### src/pkg/twsmc_pkg.sv
// Purpose: shared constants and types of the two-wire serial unit
// Assumes: registers are one aligned Wishbone word each, byte address = index * 4
// Notes:   status codes keep their three low bits at zero
package twsmc_pkg;

  // register indices, byte address is four times the index
  localparam logic [9:0] IDX_CTRL = 10'h0d8;
  localparam logic [9:0] IDX_STAT = 10'h0d9;
  localparam logic [9:0] IDX_DATA = 10'h0da;
  localparam logic [9:0] IDX_ADR  = 10'h0db;

  // reset values
  localparam logic [7:0] CTRL_RST = 8'h00;
  localparam logic [7:0] ADR_RST  = 8'h00;
  localparam logic [7:0] DATA_RST = 8'hff;

  // status codes
  localparam logic [7:0] C_08 = 8'h08;
  localparam logic [7:0] C_10 = 8'h10;
  localparam logic [7:0] C_18 = 8'h18;
  localparam logic [7:0] C_20 = 8'h20;
  localparam logic [7:0] C_28 = 8'h28;
  localparam logic [7:0] C_30 = 8'h30;
  localparam logic [7:0] C_38 = 8'h38;
  localparam logic [7:0] C_40 = 8'h40;
  localparam logic [7:0] C_48 = 8'h48;
  localparam logic [7:0] C_50 = 8'h50;
  localparam logic [7:0] C_58 = 8'h58;
  localparam logic [7:0] C_60 = 8'h60;
  localparam logic [7:0] C_68 = 8'h68;
  localparam logic [7:0] C_70 = 8'h70;
  localparam logic [7:0] C_78 = 8'h78;
  localparam logic [7:0] C_80 = 8'h80;
  localparam logic [7:0] C_88 = 8'h88;
  localparam logic [7:0] C_90 = 8'h90;
  localparam logic [7:0] C_98 = 8'h98;
  localparam logic [7:0] C_A0 = 8'ha0;
  localparam logic [7:0] C_A8 = 8'ha8;
  localparam logic [7:0] C_B0 = 8'hb0;
  localparam logic [7:0] C_B8 = 8'hb8;
  localparam logic [7:0] C_C0 = 8'hc0;
  localparam logic [7:0] C_C8 = 8'hc8;
  localparam logic [7:0] C_F8 = 8'hf8;

  // bit rate dividers indexed by rate select, entry 7 has no timer source here
  localparam logic [7:0][7:0] RATE_DIV = {8'h30, 8'h1e, 8'h3c, 8'h30,
                                          8'h50, 8'h60, 8'h70, 8'h80};
  localparam logic [3:0] LAST_BIT = 4'h8;

  typedef struct packed {
    logic rate2;
    logic unit_enable;
    logic begin_request;
    logic halt_request;
    logic transfer_event_flag;
    logic ack_assert;
    logic rate1;
    logic rate0;
  } twsmc_ctrl_type;

  typedef enum logic [2:0] {
    ST_IDLE  = 3'b000,
    ST_START = 3'b001,
    ST_XFER  = 3'b010,
    ST_HOLD  = 3'b011,
    ST_STOP  = 3'b100
  } twsmc_state_type;

endpackage

### src/design/twsmc_top.sv
// Purpose: byte-oriented two-wire serial unit, master and slave, Wishbone registers
// Assumes: SCL and SDA are open-drain, synchronised here; one status code per event
// Notes:   bit rate = CLK / (divider * CLK_PER_DIV) in master modes
//
// Overview of operation
// - rate select bits only set the clock in master modes.
// - begin_request starts a START as soon as the bus is free.
// - after a START the event flag rises with status 08H.
// - transfers wait while the event flag is set, resume when cleared.
// - address write phase ends with status 18H, 20H or 38H.
// - address read phase ends with status 40H, 48H or 38H.
// - with ack_assert set, 68H, 78H or B0H may follow address phase.
// - after repeated START 10H, direction bit picks receiver or transmitter.
// - transfers never change unit_enable or rate select bits.
// - upper seven bits of own_address_reg are the slave address.
// - general_call_enable decides whether address 00H is answered.
// - own address with write bit enters slave receiver, raises event.
// - arbitration loss may drop into slave receiver with 68H or 78H.
// - ack_assert clear gives not-acknowledge after the next data byte.
// - ack_assert clear ignores own and general call addresses, keeps monitoring.
// - ack_assert clear means no slave entry when another master wins.
// - seven-bit address, eight-bit data, read high, acknowledge low.
// - event flag stretches low clock level only, never a high level.
// - status register low three bits zero; F8H raises no event.
// - halt_request in master sends STOP; hardware clears it on STOP.
`timescale 1ns/1ps
module twsmc_top #(
  parameter int CLK_PER_DIV = 8
) (
  // system
  input  wire logic        CLK,
  input  wire logic        RST,
  // wishbone slave
  input  wire logic        WB_CYC,
  input  wire logic        WB_STB,
  input  wire logic        WB_WE,
  input  wire logic [11:0] WB_ADR,
  input  wire logic [3:0]  WB_SEL,
  input  wire logic [31:0] WB_DAT_I,
  output logic      [31:0] WB_DAT_O,
  output logic             WB_ACK,
  // two-wire pins
  input  wire logic        SCL_I,
  output logic             SCL_O,
  output logic             SCL_OE,
  input  wire logic        SDA_I,
  output logic             SDA_O,
  output logic             SDA_OE
);

  if (CLK_PER_DIV < 2 || CLK_PER_DIV > 256) begin : g_chk
    $error("CLK_PER_DIV out of range");
  end

  ////////////////////////////////////////////////////////////////////////////
  twsmc_pkg::twsmc_ctrl_type  ctrl;
  twsmc_pkg::twsmc_ctrl_type  next_ctrl;
  twsmc_pkg::twsmc_state_type st;
  logic [7:0]  own;
  logic [7:0]  shreg;
  logic [7:0]  code;
  logic [7:0]  rd_data;
  logic [15:0] mcnt;
  logic [15:0] half;
  logic [3:0]  bitcnt;
  logic [1:0]  step;
  logic [1:0]  scl_sync;
  logic [1:0]  sda_sync;
  logic        scl_prev;
  logic        sda_prev;
  logic        busy;
  logic        mst;
  logic        tx;
  logic        addr;
  logic        dir;
  logic        arb;
  logic        hit;
  logic        gen;
  logic        addressed;
  logic        rel;
  logic        ackbit;
  logic        m_scl_low;
  logic        sda_low;
  logic        ev_set;
  logic        halt_clr;

  ////////////////////////////////////////////////////////////////////////////
  // bus decode
  wire       wb_req  = WB_CYC & WB_STB & !WB_ACK;
  wire [9:0] idx     = WB_ADR[11:2];
  // writes land on the edge at which the master samples ack
  wire       wr      = WB_CYC & WB_STB & WB_ACK & WB_WE & WB_SEL[0];
  wire       wr_ctrl = wr & (idx == twsmc_pkg::IDX_CTRL);
  wire       wr_data = wr & (idx == twsmc_pkg::IDX_DATA);
  wire       wr_adr  = wr & (idx == twsmc_pkg::IDX_ADR);
  // unmapped offsets read zero, writes to them are dropped
  assign rd_data = (idx == twsmc_pkg::IDX_CTRL) ? ctrl :
                   (idx == twsmc_pkg::IDX_STAT) ? code :
                   (idx == twsmc_pkg::IDX_DATA) ? shreg :
                   (idx == twsmc_pkg::IDX_ADR)  ? own : 8'h00;

  always_ff @(posedge CLK) begin
    if (RST) begin
      WB_ACK   <= 1'b0;
      WB_DAT_O <= 32'h0000_0000;
    end else begin
      WB_ACK <= wb_req;
      if (wb_req) begin
        WB_DAT_O <= {24'h00_0000, rd_data};
      end
    end
  end

  ////////////////////////////////////////////////////////////////////////////
  // pin synchronisers and line conditions
  wire scl       = scl_sync[1];
  wire sda       = sda_sync[1];
  wire scl_rise  = scl & !scl_prev;
  wire scl_fall  = !scl & scl_prev;
  wire start_det = scl & scl_prev & sda_prev & !sda;
  wire stop_det  = scl & scl_prev & !sda_prev & sda;

  always_ff @(posedge CLK) begin
    if (RST) begin
      scl_sync <= 2'h3;
      sda_sync <= 2'h3;
      scl_prev <= 1'b1;
      sda_prev <= 1'b1;
      busy     <= 1'b0;
    end else begin
      scl_sync <= {scl_sync[0], SCL_I};
      sda_sync <= {sda_sync[0], SDA_I};
      scl_prev <= scl_sync[1];
      sda_prev <= sda_sync[1];
      if (start_det) begin
        busy <= 1'b1;
      end else if (stop_det) begin
        busy <= 1'b0;
      end
    end
  end

  ////////////////////////////////////////////////////////////////////////////
  // registers written by software
  always_comb begin
    next_ctrl = ctrl;
    if (wr_ctrl) begin
      next_ctrl = twsmc_pkg::twsmc_ctrl_type'(WB_DAT_I[7:0]);
    end
    // a hardware set wins over a clear in the same cycle
    next_ctrl.transfer_event_flag = ev_set |
      (ctrl.transfer_event_flag & !(wr_ctrl & !WB_DAT_I[3]));
    if (halt_clr & !(wr_ctrl & WB_DAT_I[4])) begin
      next_ctrl.halt_request = 1'b0;
    end
  end

  // unit_enable and rate bits follow software writes only
  always_ff @(posedge CLK) begin
    if (RST) begin
      ctrl <= twsmc_pkg::twsmc_ctrl_type'(twsmc_pkg::CTRL_RST);
      own  <= twsmc_pkg::ADR_RST;
    end else begin
      ctrl <= next_ctrl;
      if (wr_adr) begin
        own <= WB_DAT_I[7:0];
      end
    end
  end

  ////////////////////////////////////////////////////////////////////////////
  // decisions of the bit engine
  wire [2:0] rate = {ctrl.rate2, ctrl.rate1, ctrl.rate0};
  // half a bit period; only the master clock and START/STOP timing read it
  assign half = 16'((16'(twsmc_pkg::RATE_DIV[rate]) * 16'(CLK_PER_DIV)) >> 1);
  wire half_done = (mcnt >= half);
  wire ack_in    = !ackbit;
  wire own_hit   = (shreg[7:1] == own[7:1]);
  wire gc_hit    = (shreg[7:1] == 7'h00) & own[0] & !shreg[0];
  wire slv_ack   = ctrl.ack_assert & !mst & (own_hit | gc_hit);
  wire data_ack  = ctrl.ack_assert & (mst | addressed) & !tx;
  wire ack_now   = addr ? slv_ack : data_ack;
  wire end_quiet = !mst & addr & !hit & !arb;
  wire slv_str   = (st == twsmc_pkg::ST_HOLD) & !mst & (code != twsmc_pkg::C_A0);

  wire [7:0] m_code = addr ? (dir ? (ack_in ? twsmc_pkg::C_40 : twsmc_pkg::C_48)
                                  : (ack_in ? twsmc_pkg::C_18 : twsmc_pkg::C_20))
                    : tx ? (ack_in ? twsmc_pkg::C_28 : twsmc_pkg::C_30)
                         : (ack_in ? twsmc_pkg::C_50 : twsmc_pkg::C_58);
  // arbitration loss reports 38H, or the slave codes when addressed meanwhile
  wire [7:0] s_addr = !hit ? twsmc_pkg::C_38
                    : arb ? (shreg[0] ? twsmc_pkg::C_B0
                                      : (gen ? twsmc_pkg::C_78 : twsmc_pkg::C_68))
                    : (shreg[0] ? twsmc_pkg::C_A8
                                : (gen ? twsmc_pkg::C_70 : twsmc_pkg::C_60));
  wire [7:0] s_data = (arb & !addressed) ? twsmc_pkg::C_38
                    : tx ? (!ack_in ? twsmc_pkg::C_C0
                           : (ctrl.ack_assert ? twsmc_pkg::C_B8 : twsmc_pkg::C_C8))
                    : gen ? (ack_in ? twsmc_pkg::C_90 : twsmc_pkg::C_98)
                          : (ack_in ? twsmc_pkg::C_80 : twsmc_pkg::C_88);
  wire [7:0] s_code = addr ? s_addr : s_data;
  wire       s_rel  = (s_code == twsmc_pkg::C_88) | (s_code == twsmc_pkg::C_98) |
                      (s_code == twsmc_pkg::C_C0) | (s_code == twsmc_pkg::C_C8) |
                      (s_code == twsmc_pkg::C_38);

  ////////////////////////////////////////////////////////////////////////////
  // control sequencer and bit engine
  always_ff @(posedge CLK) begin
    if (RST) begin
      st        <= twsmc_pkg::ST_IDLE;
      shreg     <= twsmc_pkg::DATA_RST;
      code      <= twsmc_pkg::C_F8;
      {mcnt, bitcnt, step} <= 22'h00_0000;
      {mst, tx, addr, dir, arb, hit, gen, addressed, rel} <= 9'h000;
      {ackbit, m_scl_low, sda_low, ev_set, halt_clr} <= 5'h00;
    end else begin
      ev_set   <= 1'b0;
      halt_clr <= stop_det & ctrl.halt_request;
      if (wr_data) begin
        shreg <= WB_DAT_I[7:0];
      end
      if (!ctrl.unit_enable) begin
        st        <= twsmc_pkg::ST_IDLE;
        mst       <= 1'b0;
        m_scl_low <= 1'b0;
        sda_low   <= 1'b0;
      end else begin
        case (st)
          twsmc_pkg::ST_IDLE: begin
            mcnt <= 16'h0000;
            step <= 2'h1;
            if (ctrl.begin_request & !busy & !ctrl.transfer_event_flag) begin
              st <= twsmc_pkg::ST_START;
            end else if (start_det) begin
              st        <= twsmc_pkg::ST_XFER;
              // bitcnt parks at all ones: the clock fall closing START wraps it to zero
              {tx, addressed, bitcnt} <= 6'h0f;
              addr      <= 1'b1;
            end
          end
          twsmc_pkg::ST_START: begin
            mcnt <= mcnt + 16'h0001;
            if (step == 2'h0 && half_done) begin
              m_scl_low <= 1'b0;
              step      <= 2'h1;
              mcnt      <= 16'h0000;
            end else if (step == 2'h1 && !scl) begin
              mcnt <= 16'h0000;
            end else if (step == 2'h1 && half_done) begin
              sda_low <= 1'b1;
              step    <= 2'h2;
              mcnt    <= 16'h0000;
            end else if (step == 2'h2 && half_done) begin
              m_scl_low <= 1'b1;
              {mst, tx, addr} <= 3'h7;
              {arb, bitcnt}   <= 5'h00;
              ev_set    <= 1'b1;
              st        <= twsmc_pkg::ST_HOLD;
              code      <= mst ? twsmc_pkg::C_10 : twsmc_pkg::C_08;
            end
          end
          twsmc_pkg::ST_XFER: begin
            if (mst) begin
              if (m_scl_low) begin
                mcnt <= half_done ? 16'h0000 : mcnt + 16'h0001;
                m_scl_low <= !half_done;
              end else if (!scl) begin
                mcnt <= 16'h0000; // a slave is stretching, wait for it
              end else begin
                mcnt <= half_done ? 16'h0000 : mcnt + 16'h0001;
                m_scl_low <= half_done;
              end
            end
            if (scl_rise) begin
              if (bitcnt < twsmc_pkg::LAST_BIT) begin
                shreg <= {shreg[6:0], sda};
                if (mst & tx & shreg[7] & !sda) begin
                  {mst, tx, m_scl_low} <= 3'h0;
                  arb <= 1'b1;
                end
              end else begin
                ackbit <= sda;
              end
            end
            if (scl_fall) begin
              if (bitcnt == twsmc_pkg::LAST_BIT) begin
                {bitcnt, addr, sda_low} <= 6'h00;
                if (end_quiet) begin
                  st <= twsmc_pkg::ST_IDLE;
                end else begin
                  st     <= twsmc_pkg::ST_HOLD;
                  ev_set <= 1'b1;
                  code   <= mst ? m_code : s_code;
                  rel    <= !mst & s_rel;
                  arb    <= 1'b0;
                  if (!mst & addr & hit) begin
                    addressed <= 1'b1;
                    tx        <= shreg[0];
                  end
                  if (mst & addr) begin
                    tx <= !dir;
                  end
                end
              end else begin
                bitcnt  <= bitcnt + 4'h1;
                sda_low <= (bitcnt == 4'h7) ? (!tx & ack_now) : (tx & !shreg[7]);
                if (bitcnt == 4'h7 && addr) begin
                  hit <= slv_ack;
                  gen <= gc_hit;
                end
              end
            end
            if (!mst & start_det) begin
              {tx, addressed, bitcnt, sda_low} <= 7'h1e;
              addr <= 1'b1;
            end else if (!mst & stop_det) begin
              sda_low <= 1'b0;
              if (addressed & !tx) begin
                st     <= twsmc_pkg::ST_HOLD;
                ev_set <= 1'b1;
                code   <= twsmc_pkg::C_A0;
                rel    <= 1'b1;
              end else begin
                st <= twsmc_pkg::ST_IDLE;
              end
            end
          end
          twsmc_pkg::ST_HOLD: begin
            mcnt <= 16'h0000;
            if (!ctrl.transfer_event_flag & !ev_set) begin
              code <= twsmc_pkg::C_F8;
              if (mst & ctrl.halt_request) begin
                st      <= twsmc_pkg::ST_STOP;
                step    <= 2'h0;
                sda_low <= 1'b1;
              end else if (mst & ctrl.begin_request) begin
                st      <= twsmc_pkg::ST_START;
                step    <= 2'h0;
                sda_low <= 1'b0;
              end else if (!mst & (ctrl.halt_request | rel)) begin
                st        <= twsmc_pkg::ST_IDLE;
                {addressed, tx, rel} <= 3'h0;
                halt_clr  <= ctrl.halt_request;
              end else begin
                st      <= twsmc_pkg::ST_XFER;
                sda_low <= tx & !shreg[7];
                if (mst & addr) begin
                  dir <= shreg[0];
                end
              end
            end
          end
          twsmc_pkg::ST_STOP: begin
            mcnt <= mcnt + 16'h0001;
            if (step == 2'h0 && half_done) begin
              m_scl_low <= 1'b0;
              step      <= 2'h1;
              mcnt      <= 16'h0000;
            end else if (step == 2'h1 && !scl) begin
              mcnt <= 16'h0000;
            end else if (step == 2'h1 && half_done) begin
              sda_low <= 1'b0;
              mst     <= 1'b0;
              st      <= twsmc_pkg::ST_IDLE;
            end
          end
          default: st <= twsmc_pkg::ST_IDLE;
        endcase
      end
    end
  end

  // slave stretch starts only after a falling edge, so a high level is untouched
  assign SCL_OE = m_scl_low | slv_str;
  assign SDA_OE = sda_low;
  assign SCL_O  = 1'b0;
  assign SDA_O  = 1'b0;
endmodule

### config.mk
export PLATFORM = sky130hd
export DESIGN_NAME = twsmc_top
export DESIGN_NICKNAME = d
export VERILOG_FILES = /design/src/pkg/twsmc_pkg.sv /design/src/design/twsmc_top.sv
export SDC_FILE = /design/constraint.sdc
export NUM_CORES = 1
export LEC_CHECK = 0
export BUFFER_PORTS_ARGS = -buffer_cell sky130_fd_sc_hd__buf_2
export CORE_UTILIZATION = 35
export DETAILED_ROUTE_END_ITERATION = 7
export PLACE_DENSITY = 0.53
export SYNTH_ARGS = -nofsm -noshare
export SYNTH_HDL_FRONTEND = slang
export SYNTH_SLANG_ARGS = --single-unit
### constraint.sdc
create_clock -name CLK -period 2.8 [get_ports CLK]
set_clock_uncertainty 0.05 [all_clocks]
set_input_delay 0.14 -clock CLK [delete_from_list [all_inputs] [get_ports CLK]]
set_output_delay 0.14 -clock CLK [all_outputs]
set_load 0.03 [all_outputs]
# Word level (Yosys, flattened, before mapping)
# Memory sizes are Yosys's and may differ from the RTL's. A register that Yosys moved wholly into a read port is not among the register bits.
# Index checks and enable logic that the tools add are counted.
[op_classes]
div_mod_pow = 0
n_mux = 194
multipliers = 0
n_bitwise = 64
n_shift = 0
n_reduce_logical = 58
n_addsub = 2
order_cmp = 3
eq_ne = 50
[op_table]
columns = ["op", "count"]
rows = [
  ["$mux 8", 28],
  ["$mux 16", 9],
  ["$mux 1", 90],
  ["$pmux 16 s4", 1],
  ["$mux 4", 13],
  ["$mux 3", 17],
  ["$and 1x1->1", 49],
  ["$mux 7", 6],
  ["$eq 10x8->1 const B", 4],
  ["$ne 2x2->1 const B", 17],
  ["$eq 8x8->1 const B", 4],
  ["$ne 3x3->1 const B", 9],
  ["$mux 5", 5],
  ["$pmux 8 s3", 1],
  ["$reduce_and 12->1", 2],
  ["$mux 2", 11],
  ["$reduce_and 7->1", 3],
  ["$logic_not 1->1", 20],
  ["$reduce_and 10->1", 2],
  ["$reduce_and 9->1", 2],
  ["$add 16x1->16 const B", 1],
  ["$ge 16x10->1", 1],
  ["$reduce_bool 4->1", 4],
  ["$pmux 3 s5", 1],
  ["other kinds (36)", 71],
]
[word_totals]
latchBits = 0
input_bits = 55
n_memories = 1
ff_bits = 87
rom_bits = 64
output_inout_bits = 37
elab_cells = 408
mem_bits_rw = 0
[memory_table]
columns = ["memory", "words", "word_bits", "read_ports", "rd_clocked_by_memory_dff", "write_ports", "line", "source"]
rows = [
  ["(no name shown)", 8, 8, 1, 1, 0, "twsmc_top.sv:175", "assign half = 16'((16'(twsmc_pkg::RATE_DIV[rate]) * 16'(CLK_PER_DIV)) >> 1);"],
]

# Depth between registers and ports, before layout
[depth]
ltp_word = 18
depth_mapped = 10
depth_no_buf = 9

# Least setup slack after synthesis
# No wires, ideal clock.
[synth_timing]
path_kind = "flip-flop to flip-flop"
from = "register WB_ACK"
to = "register, netlist name half[5]"
required_ns = 2.672
setup_ns = 0.078
slack_ns = 0.470
path_stages_with_launch = 11
t_arrival_ns = 2.202
n_path_buf = 1
path_cell_list = "dfxtp_1 -> and4_1 -> nand4_1 -> or3_1 -> clkbuf_1 -> mux2i_1 -> nor2_1 -> inv_1 -> ha_1 -> inv_1 -> nor3_1"
[synth_lines]
columns = ["element", "line", "source"]
rows = [
  ["from (decl)", "twsmc_top.sv:41", "output logic WB_ACK,"],
  ["from (signal assigned)", "twsmc_top.sv:107", "WB_ACK <= wb_req;"],
]

# Final worst setup path
[layout_timing]
from = "register mcnt[3]"
to = "register code[3]"
[layout_between]
elab_chain_len = 4
elab_cells_between_ends = 8
classes_between = "order compare (1); eq/ne (3); reduce/logical (4)"
[layout_rtl]
columns = ["element", "line", "source"]
rows = [
  ["from (decl)", "twsmc_top.sv:63", "logic [15:0] mcnt;"],
  ["from (signal assigned)", "twsmc_top.sv:242", "mcnt <= mcnt + 16'h0001;"],
  ["from (signal assigned)", "twsmc_top.sv:265", "mcnt <= half_done ? 16'h0000 : mcnt + 16'h0001;"],
  ["from (signal assigned)", "twsmc_top.sv:270", "mcnt <= half_done ? 16'h0000 : mcnt + 16'h0001;"],
  ["$ge 16x10->1 (*)", "twsmc_top.sv:176", "wire half_done = (mcnt >= half);"],
  ["$logic_and 1x1->1 (on tied branches)", "twsmc_top.sv:253, twsmc_top.sv:243, twsmc_top.sv:249", ""],
  ["$ne 2x2->1 (no line)", "n/a", ""],
  ["$reduce_and 7->1 (no line) (*)", "n/a", ""],
  ["to (signal assigned)", "twsmc_top.sv:212", "code <= twsmc_pkg::C_F8;"],
  ["to (signal assigned)", "twsmc_top.sv:259", "code <= mst ? twsmc_pkg::C_10 : twsmc_pkg::C_08;"],
  ["to (signal assigned)", "twsmc_top.sv:293", "code <= mst ? m_code : s_code;"],
  ["to (decl)", "twsmc_top.sv:61", "logic [7:0] code;"],
]
# Every way passes the cells marked *; elsewhere a longest branch is shown, timed or not.
# A chain may end at the register's enable or synchronous reset.

==> results.tsv <==
metric	value	unit
TritonCTS clock tree	built	
Multi-input gate area	0.003482	sq mm
CTS Buffer Depth	2	
Post-synth EDFFs	0	
DRC	0	
Final Cell Area	0.006446	sq mm
Final setup viols	0	
Cell Int Power	0.002088	W
Sw Pwr	0.0007215	W
Final Slew Violations	0	
Layout Nets	790	
RSZ-0062 raised after global routing	false	
Main synth FF type	dfxtp_1	
Adder-Cell Fraction of Synth Area	0.03502	
die width	129.8	um
final hold vios	0	
Inst Count DP	921	
sw frac	0.2568	
Synth top area share	0.3257	
final cell count without fillers	940	
Comb power frac	0.053	
status	finished clean	
multiplexer area fraction after synthesis	0.1123	
max-cap violation count	0	
Crit. End Element	register	
Worst Reg2Reg Path Length in Cells	8	
hold path cells	3	
drt wl/cell	16.96	um
Final Core Density	0.4043	
Critical path origin	mcnt[3]	
most common cell after layout, fill and taps aside	dfxtp_1	
Root Driver	clkbuf_16	
post-synth cell types	79	
Placed Area	0.006098	sq mm
highest achievable clock rate	402.4	MHz
fin crit share	0.8876	
largest family of logic cells by synthesized area	simple AND/OR/NAND/NOR gates	
Clk pwr share	0.473	
initial antenna violation count	0	
Hold Path Class	input pin to register	
overall routing resource usage	0.1975	
CTS buffer count	9	
vias per inst	5.523	
Cell Area, Synth	0.005717	sq mm
FF+latch area	0.001862	sq mm
vias	5192	
power after layout	0.002810	W
Inserted Diodes	0	
RePlAce Congestion	0.8848	
leak pwr	2.481	nW
post-synthesis simple-gate area fraction	0.2401	
pwr/cell area	435.9	mW/mm^2
Seq/Total Area, Yosys	0.3257	
area delta synth->final	12.76	%
most frequent cells in the layout	dfxtp_1, nor2_1, nand2_1	
largest net degree at the start of global routing	31	
first-pass GRT wire length	25780	um
clk sinks	93	
Max VDD drop	317.7	uV
die area	0.01685	sq mm
Synth area leader	dfxtp_1	
worst hold path startpoint	WB_DAT_I[6]	
relative slew slack	0.5805	
Core Box Area	0.01594	sq mm
sequential power share	0.474	
I/O Pins	92	
hpwl dp	11860	um
Critical Path AT	2.68	ns
clock-pin slew on the worst setup and hold paths	0.08	ns
Worst-Margin Slew	0.6292	ns
setup TNS	0	ns
minimum clock period	2.485	ns
vias in the first global route	4869	
IO Port Bufs	36	
Syn Inst Count	681	
Synth async-reset ratio	0	
layout cells sized above 1	0.1602	
global route overflow	0	
Seq cells post-synth	93	
First DRT Iteration DRCs	407	
critical path startpoint category	register	
Yosys warnings	0	
syn_area_per_cell	8.395	sq um
die height	129.8	um
worst path required time	2.99	ns
Compound-Gate Fraction of Synth Area	0.1863	
worst-path maximum fanout	6	
DRT Pass-1 Iters	5	
Max H-tree Level	3	
Fillers	1681	
starting density of the core	0.3586	
ANT nets after route	0	
RR Startpoint	mcnt[3]	
Rows	46	
Synth Area in XOR/XNOR	0.01838	
Crit Path Class	register to register	
clk_lat worst skew	0.36	ns
synth top area cells	dfxtp_1, mux2i_1, nor2_1	
Total Routed Length	15940	um
[final cells by class]
| cell class | count | area share |
|---|---|---|
| clock buffer | 9 | 0.03494 |
| clock inverter | 7 | 0.01436 |
| inverter | 31 | 0.01805 |
| multi-input combinational | 520 | 0.5402 |
| sequential | 93 | 0.2888 |
| tap | 216 | 0.04193 |
| timing repair buffer | 64 | 0.06172 |
[synth_stat cells, drive strengths merged (9+ instances only)]
| cell | n |
|---|---|
| ha | 16 |
| a22oi | 9 |
| clkbuf | 23 |
| inv | 31 |
| dfxtp | 93 |
| buf | 39 |
| mux2 | 9 |
| a21oi | 35 |
| nand3 | 25 |
| o21ai | 30 |
| nor2 | 72 |
| nor3 | 14 |
| nand4 | 10 |
| a31oi | 11 |
| mux2i | 36 |
| nand2 | 54 |
[layer usage]
layer / vias to the layer above / global-route usage / wire, um
li1: 2513 / - / -
met1: 2513 / 0.2769 / 7616
met2: 145 / 0.3120 / 7356
met3: 21 / 0.03362 / 749
met4: 0 / 0.05267 / 217
met5: - / 0 / 0
[power groups by stage]
stage	registers (W)	logic, W	clock network [W]
2_1_floorplan	0.00136	0.000132	0
3_3_place_gp	0.00136	0.000143	0
3_5_place_dp	0.00136	0.000146	0
4_1_cts	0.00133	0.000149	0.00135
5_1_grt	0.00133	0.000162	0.00141
6_report	0.00133	0.000149	0.00133
[worst max-delay path, stage by stage, from the launching register on]
cell,delay [ns]
dfxtp_1,0.40
inv_1,0.08
ha_1,0.27
nand2_1,0.04
o211ai_1,0.22
a41o_1,0.25
a31oi_1,0.16
or3_1,0.50
a221o_1,0.39
[per-stage QoR]
stage / setup slack (ns) / hold WS (ns)
6_report: 0.3146 / 0.003328
5_1_grt: 0.1259 / 0.01407
4_1_cts: 0.3122 / 0.004110
3_5_place_dp: 0.3414 / 0.2778
3_3_place_gp: 0.3892 / 0.2754
2_1_floorplan: 0.4698 / 0.1938
[kinds of logic (layout without fill, tap and decap cells)]
| family | count (synthesis) | in the layout |
|---|---|---|
| adder cells (fa/ha/maj) | 16 | 16 |
| buffers and inverters | 93 | 111 |
| AO/OA/AOI/OAI | 154 | 154 |
| other | 1 | 26 |
| AND/OR/NAND/NOR | 259 | 259 |
| flip-flops | 93 | 93 |
| multiplexers | 53 | 53 |
| XOR/XNOR | 12 | 12 |
[timing repair]
action	CTS	global route
hold buffers	3	0
buffers inserted	0	0
hold endpoints to repair	4	0
resized for setup	0	0
[final timing paths]
kind,slack [ns],endpoint
max,0.31,code[3]
min,0.003,own[6]
max reg2reg,0.31,code[3]
min reg2reg,0.37,sda_sync[1]
[state kept, by name, summed over array words and instances, names as in the netlist, 2 cells and up]
register  cells
ctrl          8
own           8
mcnt         16
st            3
code          8
step          2
WB_DAT_O      8
bitcnt        4
shreg         8
half          6
sda_sync      2
scl_sync      2
(Power assumes the default switching activity.)
